### config.mk
export PLATFORM = sky130hd
export DESIGN_NAME = cebi_bus_unit
export DESIGN_NICKNAME = d
export VERILOG_FILES = /design/src/shared/cebi_pkg.sv /design/src/rtl/cebi_bus_unit.sv
export SDC_FILE = /design/constraint.sdc
export NUM_CORES = 1
export LEC_CHECK = 0
export BUFFER_PORTS_ARGS = -buffer_cell sky130_fd_sc_hd__buf_2
export CORE_ASPECT_RATIO = 0.5
export CORE_MARGIN = 2
export CORE_UTILIZATION = 50
export DETAILED_ROUTE_END_ITERATION = 16
export PLACE_DENSITY_LB_ADDON = 0.05
export SLEW_MARGIN = 0
export SYNTH_ARGS = -nofsm -noshare
export SYNTH_HDL_FRONTEND = slang
export SYNTH_SLANG_ARGS = --single-unit
### constraint.sdc
create_clock -name I_CORE_CLK -period 6.4 [get_ports I_CORE_CLK]
set_clock_uncertainty 0.15 [all_clocks]
set_input_delay 0.96 -clock I_CORE_CLK [delete_from_list [all_inputs] [get_ports I_CORE_CLK]]
set_output_delay 0.96 -clock I_CORE_CLK [all_outputs]
set_load 0.01 [all_outputs]
### src/shared/cebi_pkg.sv
// shared constants, codes and state type of the external bus unit
package cebi_pkg;
	localparam int          ADDR_W        = 32;     // address width on the shared pins
	localparam int          DATA_W        = 32;     // data width on the shared pins
	localparam int          WQ_DEPTH      = 4;      // write queue entries
	localparam int          RB_DEPTH      = 4;      // read buffer entries
	localparam int          QUAD_WORDS    = 4;      // words in one instruction line
	localparam int          REGION_BITS   = 3;      // top address bits picking a port region
	localparam int          REGIONS       = 8;      // number of port size regions
	localparam logic [1:0]  PSZ_32        = 2'h0;   // 32-bit memory port
	localparam logic [1:0]  PSZ_16        = 2'h1;   // 16-bit memory port
	localparam logic [1:0]  PSZ_8         = 2'h2;   // 8-bit memory port
	localparam logic [3:0]  STEP_32       = 4'h4;   // low address step, 32-bit port
	localparam logic [3:0]  STEP_16       = 4'h2;   // low address step, 16-bit port
	localparam logic [3:0]  STEP_8        = 4'h1;   // low address step, 8-bit port
	localparam logic [3:0]  LO_QUAD_START = 4'h0;   // low address counter start for quad reads
	localparam logic [3:0]  BE_ALL        = 4'hf;   // all byte lanes
	localparam logic [31:0] RST_WORD      = 32'h0;  // word registers after reset
	localparam logic [3:0]  RST_LO        = 4'h0;   // low address after reset
	localparam logic [3:0]  RST_BEAT      = 4'h0;   // beat counter after reset
	localparam logic [1:0]  RST_REL       = 2'h0;   // release counter after reset
	localparam logic        RST_PH        = 1'b0;   // clock divider phase after reset
	// bus sequencer states, one-hot
	typedef enum logic [6:0] {
		ST_IDLE  = 7'h01,
		ST_ADDR  = 7'h02,
		ST_HOLD  = 7'h04,
		ST_XFER  = 7'h08,
		ST_RECOV = 7'h10,
		ST_REL   = 7'h20,
		ST_DMA   = 7'h40
	} cebi_state_e;
endpackage

### src/rtl/cebi_bus_unit.sv
// external bus unit: write queue, read buffer, port sizing, dma grant
`timescale 1ns/1ps
module cebi_bus_unit #(
	parameter int WQ_D = cebi_pkg::WQ_DEPTH,    // write queue depth
	parameter int RB_D = cebi_pkg::RB_DEPTH     // read buffer depth
) (
	input  wire logic                          I_CORE_CLK,
	input  wire logic                          I_SRST,
	input  wire logic                          i_st_valid,
	input  wire logic [cebi_pkg::ADDR_W-1:0]   i_st_addr,
	input  wire logic [cebi_pkg::DATA_W-1:0]   i_st_data,
	input  wire logic [3:0]                    i_st_be,
	output logic                               o_st_ready,
	input  wire logic                          i_rd_valid,
	input  wire logic [cebi_pkg::ADDR_W-1:0]   i_rd_addr,
	input  wire logic                          i_rd_quad,
	output logic                               o_rd_ready,
	output logic                               o_rd_valid,
	output logic [cebi_pkg::DATA_W-1:0]        o_rd_data,
	output logic                               o_rd_last,
	output logic                               o_core_en,
	input  wire logic [2*cebi_pkg::REGIONS-1:0] I_PSZ_MAP,
	input  wire logic                          I_EXT_HOLD,
	input  wire logic                          I_BURST_MODE,
	input  wire logic [cebi_pkg::DATA_W-1:0]   I_AD,
	output logic      [cebi_pkg::DATA_W-1:0]   O_AD,
	output logic                               O_AD_OE,
	output logic                               O_ALE,
	output logic [3:0]                         O_ADDR_LO,
	output logic                               O_RD_N,
	output logic                               O_WR_N,
	output logic                               O_CTRL_OE,
	input  wire logic                          I_ACK_N,
	input  wire logic                          I_BUSREQ_N,
	output logic                               O_BUSGNT_N
);
	import cebi_pkg::*;

	localparam int WP = $clog2(WQ_D);   // write queue index width
	localparam int RP = $clog2(RB_D);   // read buffer index width

	////////////////////////////////////////////////////////////////////////
	// helpers: lane steering for narrow ports
	////////////////////////////////////////////////////////////////////////

	// data placed on the low lanes for one write beat
	function automatic logic [31:0] beat_data(input logic [31:0] w, input logic [1:0] psz,
		input logic [1:0] beat);
		logic [31:0] r;
		r = w;
		case (psz)
			PSZ_16:  r = {16'h0, w[16*beat[0] +: 16]};
			PSZ_8:   r = {24'h0, w[8*beat +: 8]};
			default: r = w;
		endcase
		return r;
	endfunction

	// merge one narrow read beat into its word
	function automatic logic [31:0] merge(input logic [31:0] w, input logic [31:0] ad,
		input logic [1:0] psz, input logic [1:0] beat);
		logic [31:0] r;
		r = w;
		case (psz)
			PSZ_16:  r[16*beat[0] +: 16] = ad[15:0];
			PSZ_8:   r[8*beat +: 8] = ad[7:0];
			default: r = ad;
		endcase
		return r;
	endfunction

	////////////////////////////////////////////////////////////////////////
	// clock divider: core rate is every other input clock
	////////////////////////////////////////////////////////////////////////

	logic ph_q;     // divider phase
	logic ph_d;     // next divider phase

	// toggle phase each input clock
	always_comb begin
		ph_d = ~ph_q;
	end

	always_ff @(posedge I_CORE_CLK) begin
		if (I_SRST) begin
			ph_q <= RST_PH;
		end else begin
			ph_q <= ph_d;
		end
	end

	assign o_core_en = ph_q;

	////////////////////////////////////////////////////////////////////////
	// write queue
	////////////////////////////////////////////////////////////////////////

	logic [31:0]  wq_addr_q [WQ_D];  // queued store address
	logic [31:0]  wq_data_q [WQ_D];  // queued store data
	logic [3:0]   wq_be_q   [WQ_D];  // queued byte enables
	logic [31:0]  wq_addr_d [WQ_D];
	logic [31:0]  wq_data_d [WQ_D];
	logic [3:0]   wq_be_d   [WQ_D];
	logic [WP:0]  wq_wp_q;           // fill pointer with wrap bit
	logic [WP:0]  wq_rp_q;           // drain pointer with wrap bit
	logic [WP:0]  wq_wp_d;
	logic [WP:0]  wq_rp_d;
	logic         wq_full;           // all entries occupied
	logic         wq_empty;          // nothing to drain
	logic         wq_push;           // store accepted
	logic         wq_pop;            // head taken by sequencer

	assign wq_full    = (wq_wp_q[WP] != wq_rp_q[WP]) && (wq_wp_q[WP-1:0] == wq_rp_q[WP-1:0]);
	assign wq_empty   = (wq_wp_q == wq_rp_q);
	assign o_st_ready = ~wq_full & ph_q;
	assign wq_push    = i_st_valid & o_st_ready;

	// queue next state: write at tail, advance head on pop
	always_comb begin
		wq_addr_d = wq_addr_q;
		wq_data_d = wq_data_q;
		wq_be_d   = wq_be_q;
		wq_wp_d   = wq_wp_q;
		wq_rp_d   = wq_rp_q;
		if (wq_push) begin
			wq_addr_d[wq_wp_q[WP-1:0]] = i_st_addr;
			wq_data_d[wq_wp_q[WP-1:0]] = i_st_data;
			wq_be_d[wq_wp_q[WP-1:0]]   = i_st_be;
			wq_wp_d = wq_wp_q + 1'b1;
		end
		if (wq_pop) begin
			wq_rp_d = wq_rp_q + 1'b1;
		end
	end

	always_ff @(posedge I_CORE_CLK) begin
		wq_addr_q <= wq_addr_d;
		wq_data_q <= wq_data_d;
		wq_be_q   <= wq_be_d;
		if (I_SRST) begin
			wq_wp_q <= '0;
			wq_rp_q <= '0;
		end else begin
			wq_wp_q <= wq_wp_d;
			wq_rp_q <= wq_rp_d;
		end
	end

	////////////////////////////////////////////////////////////////////////
	// bus sequencer, read buffer and pin registers
	////////////////////////////////////////////////////////////////////////

	cebi_state_e  st_q, st_d;        // sequencer state
	logic         wr_q, wr_d;        // current transfer is a write
	logic         quad_q, quad_d;    // current read is a line fill
	logic         burst_q, burst_d;  // burst beats running without acknowledge
	logic [1:0]   psz_q, psz_d;      // port width of current transfer
	logic [31:0]  adr_q, adr_d;      // transfer address
	logic [31:0]  wdat_q, wdat_d;    // store word being split
	logic [3:0]   bcnt_q, bcnt_d;    // beat index within transfer
	logic [4:0]   btot;              // beats in this transfer
	logic [1:0]   rel_q, rel_d;      // release index into read buffer
	logic [31:0]  rb_q [RB_D];       // read buffer words
	logic [31:0]  rb_d [RB_D];
	logic [31:0]  ad_q, ad_d;        // pin data out
	logic         oe_q, oe_d;        // pin drive enable
	logic         ale_q, ale_d;      // address latch strobe
	logic [3:0]   lo_q, lo_d;        // low address outputs
	logic         rdn_q, rdn_d;      // read strobe, low active
	logic         wrn_q, wrn_d;      // write strobe, low active
	logic         coe_q, coe_d;      // control pins driven
	logic         gntn_q, gntn_d;    // bus grant, low active
	logic         rv_q, rv_d;        // read word valid to cache
	logic         rl_q, rl_d;        // last word of release
	logic [31:0]  rdat_q, rdat_d;    // read word to cache
	logic [1:0]   beat;              // beat within current word
	logic [RP-1:0] widx;             // word index of current beat
	logic [3:0]   step;              // low address increment
	logic         last_beat;         // current beat ends the transfer
	logic [1:0]   npsz;              // port width of a new request

	assign o_rd_ready = st_q[0] & ph_q & wq_empty & I_BUSREQ_N;
	assign btot       = (quad_q ? 5'd4 : 5'd1) << psz_q;
	assign last_beat  = ({1'b0, bcnt_q} == btot - 5'd1);

	// beat and word position by port width
	always_comb begin
		case (psz_q)
			PSZ_16: begin
				beat = {1'b0, bcnt_q[0]};
				widx = bcnt_q[2:1];
				step = STEP_16;
			end
			PSZ_8: begin
				beat = bcnt_q[1:0];
				widx = bcnt_q[3:2];
				step = STEP_8;
			end
			default: begin
				beat = 2'h0;
				widx = bcnt_q[1:0];
				step = STEP_32;
			end
		endcase
		// a single read fills the slot it addressed, which is the slot released later
		if (!quad_q) begin
			widx = adr_q[3:2];
		end
	end

	// port width of the region that a new request falls in
	always_comb begin
		if (!wq_empty) begin
			npsz = I_PSZ_MAP[2*wq_addr_q[wq_rp_q[WP-1:0]][31:29] +: 2];
		end else begin
			npsz = I_PSZ_MAP[2*i_rd_addr[31:29] +: 2];
		end
	end

	// sequencer next state
	always_comb begin
		st_d    = st_q;
		wr_d    = wr_q;
		quad_d  = quad_q;
		burst_d = burst_q;
		psz_d   = psz_q;
		adr_d   = adr_q;
		wdat_d  = wdat_q;
		bcnt_d  = bcnt_q;
		rel_d   = rel_q;
		rb_d    = rb_q;
		ad_d    = ad_q;
		oe_d    = oe_q;
		ale_d   = ale_q;
		lo_d    = lo_q;
		rdn_d   = rdn_q;
		wrn_d   = wrn_q;
		coe_d   = coe_q;
		gntn_d  = gntn_q;
		rv_d    = 1'b0;
		rl_d    = 1'b0;
		rdat_d  = rdat_q;
		wq_pop  = 1'b0;
		case (st_q)
			ST_IDLE: begin
				if (ph_q && !I_BUSREQ_N) begin
					st_d   = ST_DMA;
					oe_d   = 1'b0;
					coe_d  = 1'b0;
					gntn_d = 1'b0;
				end else if (ph_q && !wq_empty) begin
					wq_pop  = 1'b1;
					st_d    = ST_ADDR;
					wr_d    = 1'b1;
					quad_d  = 1'b0;
					psz_d   = npsz;
					adr_d   = wq_addr_q[wq_rp_q[WP-1:0]];
					wdat_d  = wq_data_q[wq_rp_q[WP-1:0]];
					bcnt_d  = RST_BEAT;
					lo_d    = {wq_addr_q[wq_rp_q[WP-1:0]][3:2], 2'h0};
					ad_d    = {wq_addr_q[wq_rp_q[WP-1:0]][31:4],
						(npsz == PSZ_32) ? wq_be_q[wq_rp_q[WP-1:0]] : BE_ALL};
					oe_d    = 1'b1;
					ale_d   = 1'b1;
				end else if (i_rd_valid && o_rd_ready) begin
					st_d    = ST_ADDR;
					wr_d    = 1'b0;
					quad_d  = i_rd_quad;
					burst_d = 1'b0;
					psz_d   = npsz;
					adr_d   = i_rd_addr;
					bcnt_d  = RST_BEAT;
					lo_d    = i_rd_quad ? LO_QUAD_START : {i_rd_addr[3:2], 2'h0};
					ad_d    = {i_rd_addr[31:4], BE_ALL};
					oe_d    = 1'b1;
					ale_d   = 1'b1;
				end
			end
			ST_ADDR: begin
				if (ph_q) begin
					ale_d = 1'b0;
					if (I_EXT_HOLD) begin
						st_d = ST_HOLD;
					end else begin
						st_d  = ST_XFER;
						ad_d  = beat_data(wdat_q, psz_q, beat);
						oe_d  = wr_q;
						rdn_d = wr_q;
						wrn_d = ~wr_q;
					end
				end
			end
			ST_HOLD: begin
				// address stays on the pins one more half clock past the strobe
				st_d  = ST_XFER;
				ad_d  = beat_data(wdat_q, psz_q, beat);
				oe_d  = wr_q;
				rdn_d = wr_q;
				wrn_d = ~wr_q;
			end
			ST_XFER: begin
				if (ph_q && (!I_ACK_N || burst_q)) begin
					if (!wr_q) begin
						rb_d[widx] = merge(rb_q[widx], I_AD, psz_q, beat);
					end
					if (last_beat) begin
						rdn_d   = 1'b1;
						wrn_d   = 1'b1;
						oe_d    = 1'b0;
						burst_d = 1'b0;
						rel_d   = RST_REL;
						st_d    = wr_q ? ST_IDLE : ST_REL;
					end else begin
						bcnt_d = bcnt_q + 4'h1;
						lo_d   = lo_q + step;
						if (quad_q && I_BURST_MODE) begin
							burst_d = 1'b1;
						end else begin
							st_d  = ST_RECOV;
							rdn_d = 1'b1;
							wrn_d = 1'b1;
						end
					end
				end
			end
			ST_RECOV: begin
				// strobe high for one core clock between handshaked beats
				if (ph_q) begin
					st_d  = ST_XFER;
					ad_d  = beat_data(wdat_q, psz_q, beat);
					rdn_d = wr_q;
					wrn_d = ~wr_q;
				end
			end
			ST_REL: begin
				// only a complete transfer, one word or a whole line fill, is passed on to the cache
				if (ph_q) begin
					rv_d   = 1'b1;
					rdat_d = quad_q ? rb_q[rel_q] : rb_q[adr_q[3:2]];
					rl_d   = !quad_q || (rel_q == 2'(QUAD_WORDS - 1));
					rel_d  = rel_q + 2'h1;
					if (rl_d) begin
						st_d = ST_IDLE;
					end
				end
			end
			ST_DMA: begin
				if (I_BUSREQ_N) begin
					st_d   = ST_IDLE;
					coe_d  = 1'b1;
					gntn_d = 1'b1;
				end
			end
			default: begin
				st_d = ST_IDLE;
			end
		endcase
	end

	always_ff @(posedge I_CORE_CLK) begin
		rb_q <= rb_d;
		if (I_SRST) begin
			st_q    <= ST_IDLE;
			wr_q    <= 1'b0;
			quad_q  <= 1'b0;
			burst_q <= 1'b0;
			psz_q   <= PSZ_32;
			adr_q   <= RST_WORD;
			wdat_q  <= RST_WORD;
			bcnt_q  <= RST_BEAT;
			rel_q   <= RST_REL;
			ad_q    <= RST_WORD;
			oe_q    <= 1'b0;
			ale_q   <= 1'b0;
			lo_q    <= RST_LO;
			rdn_q   <= 1'b1;
			wrn_q   <= 1'b1;
			coe_q   <= 1'b1;
			gntn_q  <= 1'b1;
			rv_q    <= 1'b0;
			rl_q    <= 1'b0;
			rdat_q  <= RST_WORD;
		end else begin
			st_q    <= st_d;
			wr_q    <= wr_d;
			quad_q  <= quad_d;
			burst_q <= burst_d;
			psz_q   <= psz_d;
			adr_q   <= adr_d;
			wdat_q  <= wdat_d;
			bcnt_q  <= bcnt_d;
			rel_q   <= rel_d;
			ad_q    <= ad_d;
			oe_q    <= oe_d;
			ale_q   <= ale_d;
			lo_q    <= lo_d;
			rdn_q   <= rdn_d;
			wrn_q   <= wrn_d;
			coe_q   <= coe_d;
			gntn_q  <= gntn_d;
			rv_q    <= rv_d;
			rl_q    <= rl_d;
			rdat_q  <= rdat_d;
		end
	end

	// pins and cache side straight from registers
	assign O_AD       = ad_q;
	assign O_AD_OE    = oe_q;
	assign O_ALE      = ale_q;
	assign O_ADDR_LO  = lo_q;
	assign O_RD_N     = rdn_q;
	assign O_WR_N     = wrn_q;
	assign O_CTRL_OE  = coe_q;
	assign O_BUSGNT_N = gntn_q;
	assign o_rd_valid = rv_q;
	assign o_rd_data  = rdat_q;
	assign o_rd_last  = rl_q;
endmodule

==> metrics.txt, run 1 <==
outcome completed; layout cells sized above 1 about 28%; starting density of the core between 50% and 60%; Seq. cell area about 0.014 mm²; critical path data arrival time approximately 5.2 ns; Crit path max-delay family simple AND/OR/NAND/NOR gates; switching pwr around 1800 µW; Hold Fails Final Rpt 0; Synth Register Bits between 500 and 600; Final Wtd Congestion between 0.8 and 0.9; die area between 0.04 and 0.05 mm²; synth warn 0; CTS Hold Buffers Added 0; Required @ worst endpoint roughly 6.6 ns; PortBufs about 230; I/O pins between 200 and 250; clock sinks 526; leakage power just over 0.009 µW; CTS Buf Count between 40 and 50; Util after Layout ~58%; power per cell area ~280 mW/mm²; Worst IR Drop VDD 0.000204 V; area of the multi-input gates ~0.0088 mm²; fin crit period around 5 ns; initial antenna violation count 5; # DRC 0; CP Class register to register; Worst Tran Pin Value roughly 1.2 ns; P_int between 5000 and 6000 µW; post-route ant nets 0; CTS Root Cell clkbuf_16; class of the worst hold path register to register; die height roughly 160 µm; Clock Power Share 38.6%; Largest stage delay, worst path between 0.9 and 1 ns; Crit Path Max Fanout 29; Cell Rows 56; Async SR Flop Fraction 0%; CP cell instances inv_1 -> ha_2 -> inv_1 -> o211ai_1 -> buf_4 -> ha_1 -> nor3_1 -> and2_1 -> a221oi_1 -> a21oi_1; Max Cap Violations 0; vias in the first global route roughly 16k; Total Routing Usage GR about 25%; Routed WL 62100 µm; part of the cycle the worst path needs between 70% and 80%; largest net degree at the start of global routing 58; routed vias/inst between 6 and 7; sequential cell area fraction in the yosys report between 60 and 70%; Peak Freq ~0.2 GHz; buffers and inverters on the worst path 3; total number of vias approximately 15k; max_slew headroom around 18%; most frequent CP cell inv_1; RSZ-0062 raised after global routing no; Sum Neg Setup Slack 0 ns; CTS Buffer Depth 3; clock slew at reported path FFs about 0.07 ns; H-tree depth 2; Crit. End Element register; Mean Syn Cell Area 14.2 µm²; 1st-iter DRT viols about 1.4k; EDFF count, synth 392; CP max stage cell nor3_1; Layout area overhead 14.1%; gr ovfl total 0; Nets around 2k; drt wl/cell between 20 and 25 µm; Post-Syn Area 0.0238 mm²; Pre-antenna DRT Iters 8; first-pass GRT wire length between 90000 and 100000 µm; sw frac 24.0%; Gate power share between 10 and 15%; PostCTS Resize Cnt 0; CP Launch Type register; worst skew pair latency between 0.5 and 0.6 ns; leading cell type in the layout, fill and taps excluded edfxtp_1; area of the core about 0.047 mm²; setup repair bufs after CTS 0; Post-Syn Nets approximately 1.8k; Mapped Cells 1670; max-slew violations 0; CTS tree done; Setup Viol. Count Final 0; Synth Flop Type edfxtp_1; Flop pwr share between 50% and 60%; Filler cells roughly 3.7k; synth unique cells 80; Die W 312 µm; most frequent cells in the layout edfxtp_1, buf_2, nand2_1; hpwl dp approximately 40000 µm
## flip-flops by register name, indices dropped and copies added (netlist names), 2 cells and up
name,count
rb_q,128
wq_data_q,128
wq_addr_q,120
O_AD,32
o_rd_data,32
wdat_q,32
wq_be_q,16
st_q,7
O_ADDR_LO,4
bcnt_q,4
wq_rp_q,3
wq_wp_q,3
adr_q,2
psz_q,2
rel_q,2
## worst reg2reg max path, delay by kind of cell (launching register included)
family                     cells  cell delay (ns)
adders and majority gates      2             1.04
and+or+nand+nor                2             1.48
AOI/OAI and AO/OA              3             0.74
buffers and inverters          3             0.91
DFF                            1             0.48
## power groups by stage
stage	clock network (µW)	logic, µW	registers [µW]
2_1_floorplan	0	519	3900
3_3_place_gp	0	804	3890
3_5_place_dp	0	822	3890
4_1_cts	2980	825	3820
5_1_grt	3120	893	3830
6_report	2920	821	3820
## synthesized netlist by cell type (all sizes together), types with 44 or more instances
cell type	number	share of area (%)
nor2	123	2.0
a21oi	103	2.2
nand2	167	2.6
buf	50	1.1
mux4	155	15
nor3	54	1.3
mux2i	56	2.4
clkbuf	65	1.0
o21ai	44	0.93
dfxtp	134	11
a211oi	47	1.5
edfxtp	392	49
## path summary, 6_finish.rpt
kind	from	end	slack, ns	cells past startpoint
worst max-delay path	psz_q[0]$_SDFFE_PP0P_	rb_q[27]$_DFFE_PP_	1.39	10
worst min register to register	O_AD[7]$_SDFFE_PP0P_	O_AD[7]$_SDFFE_PP0P_	0.30	2
worst max register to register	psz_q[0]$_SDFFE_PP0P_	rb_q[27]$_DFFE_PP_	1.39	10
worst min-delay path	O_AD[7]$_SDFFE_PP0P_	O_AD[7]$_SDFFE_PP0P_	0.30	2
## cell families (layout without fill, tap and decap cells)
group                      Yosys count  count (layout)  synth area share [%]
other                                0               4                     0
adders and majority gates           19              19                  1.03
AOI/OAI and AO/OA                  331             331                  9.62
muxes                              212             212                  17.1
buffers and inverters              133             369                  2.42
xor gates and xnor gates            20              20                 0.800
DFF                                526             526                  60.8
and+or+nand+nor                    429             429                  8.28
## per-stage QoR
stage	worst slack [ns]	instances	hold slack, ns	instance area (µm²)	total power, µW
5_1_grt	1.08	2548	0.336	27200	7840
3_5_place_dp	1.55	2458	0.295	25600	4720
3_3_place_gp	1.71	2458	0.294	25600	4690
4_1_cts	1.51	2544	0.304	27100	7630
6_report	1.39	2548	0.300	27200	7560
2_1_floorplan	1.28	1670	0.286	23800	4420
## metal layers
layer  wire, µm  vias to the layer above  global-route usage (%)
met1      25500                     7899                    32.1
li1           -                     6983                       -
met3       3560                       92                    4.18
met2      31400                      508                    43.7
met5         13                        -                       0
met4       1610                        2                    7.94
## area by class of cell
class / count / area share, %
sequential: 526 / 53.3
multi-input combinational: 1011 / 32.5
timing repair buffer: 265 / 5.25
clock buffer: 63 / 4.63
tap: 638 / 2.94
clock inverter: 23 / 1.15
inverter: 18 / 0.249
antenna: 4 / 0.0369
No activity file was read; power rests on OpenSTA's default activity.
==> run 2, diff against run 1 <==
clock period = 4.55 ns   (was 6.4 ns; I/O delays follow)
==> run 2 against run 1 <==
Compared with the run above: sequential power increased by 41%; worst hold slack lost 0.15 ns; design area increased by 0.63%; clock-buffer cell count fell by 2; setup slack worse by 0.52 ns; non-clock buffer count rose by 6; critical path type unchanged; highest routed layer unchanged.
==> metrics.txt, run 2 (same netlist as run 1, synthesis figures left out) <==
max-slew violations 0; Worst Hold Depth 1; 1st-iter DRT viols between 1k and 1.5k; Clock Power Share 38.9%; CP Class register to register; Die W ~310 µm; switching pwr around 2600 µW; Sum Neg Setup Slack 0 ns; post-route ant nets 0; first-pass GRT wire length 93300 µm; crit path to rb_q[42]$_DFFE_PP_; Peak Freq about 0.27 GHz; outcome completed; Worst Tran Pin Value approximately 1.2 ns; sw frac 24.2%; clock sinks 526; PostCTS Resize Cnt 0; CTS tree done; Final Wtd Congestion roughly 0.84; initial antenna violation count 2; P_int 8110 µW; Worst IR Drop VDD 0.000278 V; PortBufs approximately 230; RSZ-0062 raised after global routing no; area of the core roughly 0.047 mm²; starting density of the core 50.7%; total number of vias between 15k and 20k; drt wl/cell between 20 and 25 µm; Setup Viol. Count Final 0; leakage power between 0.009 and 0.01 µW; Filler cells 3708; Total Routing Usage GR roughly a quarter; max_slew headroom roughly 22%; biggest registers after layout rb_q x128, wq_data_q x128, wq_addr_q x120; CTS Buf Count 48; critical path data arrival time between 3 and 4 ns; Reg2Reg Launch Point psz_q[0]$_SDFFE_PP0P_; part of the cycle the worst path needs roughly four fifths; Reg2Reg Depth 12; clock slew at reported path FFs 0.07 ns; CTS Hold Buffers Added 0; Hold Fails Final Rpt 0; Crit. End Element register; Max Cap Violations 0; power per cell area 392 mW/mm²; Flop pwr share roughly 50%; CTS Buffer Depth 3; Reg-to-Reg End rb_q[42]$_DFFE_PP_; vias in the first global route ~15k; routed vias/inst ~6.1; most frequent cells in the layout edfxtp_1, buf_2, nand2_1; Routed WL approximately 62000 µm; H-tree depth 2; Required @ worst endpoint between 4 and 5 ns; Crit Path Max Fanout 20; fin crit period 3.68 ns; die height around 160 µm; gr ovfl total 0; Pre-antenna DRT Iters 5; setup repair bufs after CTS 0; CP Launch Type register; # DRC 0; Util after Layout about three fifths; critical path startpoint psz_q[0]$_SDFFE_PP0P_; hpwl dp just under 40000 µm; worst skew pair latency a little under 0.6 ns; leading cell type in the layout, fill and taps excluded edfxtp_1; layout cells sized above 1 28.5%; largest net degree at the start of global routing just under 70; Gate power share between 10 and 15%; worst reg2reg setup slack 0.87 ns; Layout area overhead 14.9%; class of the worst hold path input port to register; Cell Rows 56; Nets 2052; die area ~0.05 mm²; CTS Root Cell clkbuf_16; I/O pins ~240
==> run 2: changes by cell type in the layout (fill, tap and decap cells not counted), sizes merged <==
cell,previous run,this run
buf,265,271
clkinv,14,17
diode,4,1
clkbuf,63,61
bufinv,7,6
clkinvlp,2,3
inv,18,19
==> run 2: layout make-up <==
type	instances	area (µm²)	share of cell area, %
Sequential cell	526	14500	52.9
Multi-Input combinational cell	1011	8830	32.3
Timing Repair Buffer	271	1530	5.61
Clock buffer	61	1290	4.73
Tap cell	638	798	2.92
Clock inverter	27	330	1.21
Inverter	18	67.6	0.247
Antenna cell	1	2.50	0.00916
==> run 2: per-stage QoR <==
stage	cells	power (µW)	cell area, µm²	hold WS (ns)	setup WS [ns]
finish	2553	10700	27300	0.149	0.872
global route	2553	11100	27300	0.125	0.552
CTS	2552	10800	27300	0.118	0.925
detailed placement	2464	6640	25700	0.306	0.962
global placement	2464	6610	25700	0.298	1.03
floorplan	1670	6210	23800	0.286	0.511
==> run 2: layer usage <==
| layer | vias up | GRT usage [%] | wire length (µm) |
|---|---|---|---|
| li1 | 6996 | - | - |
| met4 | 2 | 6.11 | 1250 |
| met1 | 7999 | 33.3 | 26200 |
| met5 | - | 0 | 7 |
| met2 | 505 | 43.8 | 31400 |
| met3 | 85 | 3.81 | 3510 |
==> run 2: worst max-delay path, stage by stage, from the launching register on <==
cell and delay (ns):
dfxtp_1 0.50, inv_1 0.08, ha_2 0.33, inv_1 0.06, buf_4 0.25, o211ai_1 0.24, buf_4 0.31, ha_1 0.24
nor2_1 0.16, nand2_1 0.09, nor2_1 0.43, a22oi_1 0.16, o21ai_0 0.40
==> run 2: worst min path at each step <==
stage / start / end
after floorplan: wdat_q[7]$_SDFFE_PP0P_ / wdat_q[7]$_SDFFE_PP0P_
after global placement: wdat_q[1]$_SDFFE_PP0P_ / wdat_q[1]$_SDFFE_PP0P_
after detailed placement: wdat_q[2]$_SDFFE_PP0P_ / wdat_q[2]$_SDFFE_PP0P_
after CTS: i_st_data[20] / wq_data_q[84]$_DFFE_PP_
after global routing: i_st_data[9] / wq_data_q[105]$_DFFE_PP_
final: i_st_data[2] / wq_data_q[98]$_DFFE_PP_
==> run 2: power groups by stage <==
stage / Combinational (µW) / Sequential, µW / Clock (µW)
finish: 1160 / 5380 / 4170
global route: 1260 / 5380 / 4450
CTS: 1170 / 5380 / 4260
detailed placement: 1160 / 5480 / 0
global placement: 1130 / 5470 / 0
floorplan: 731 / 5480 / 0
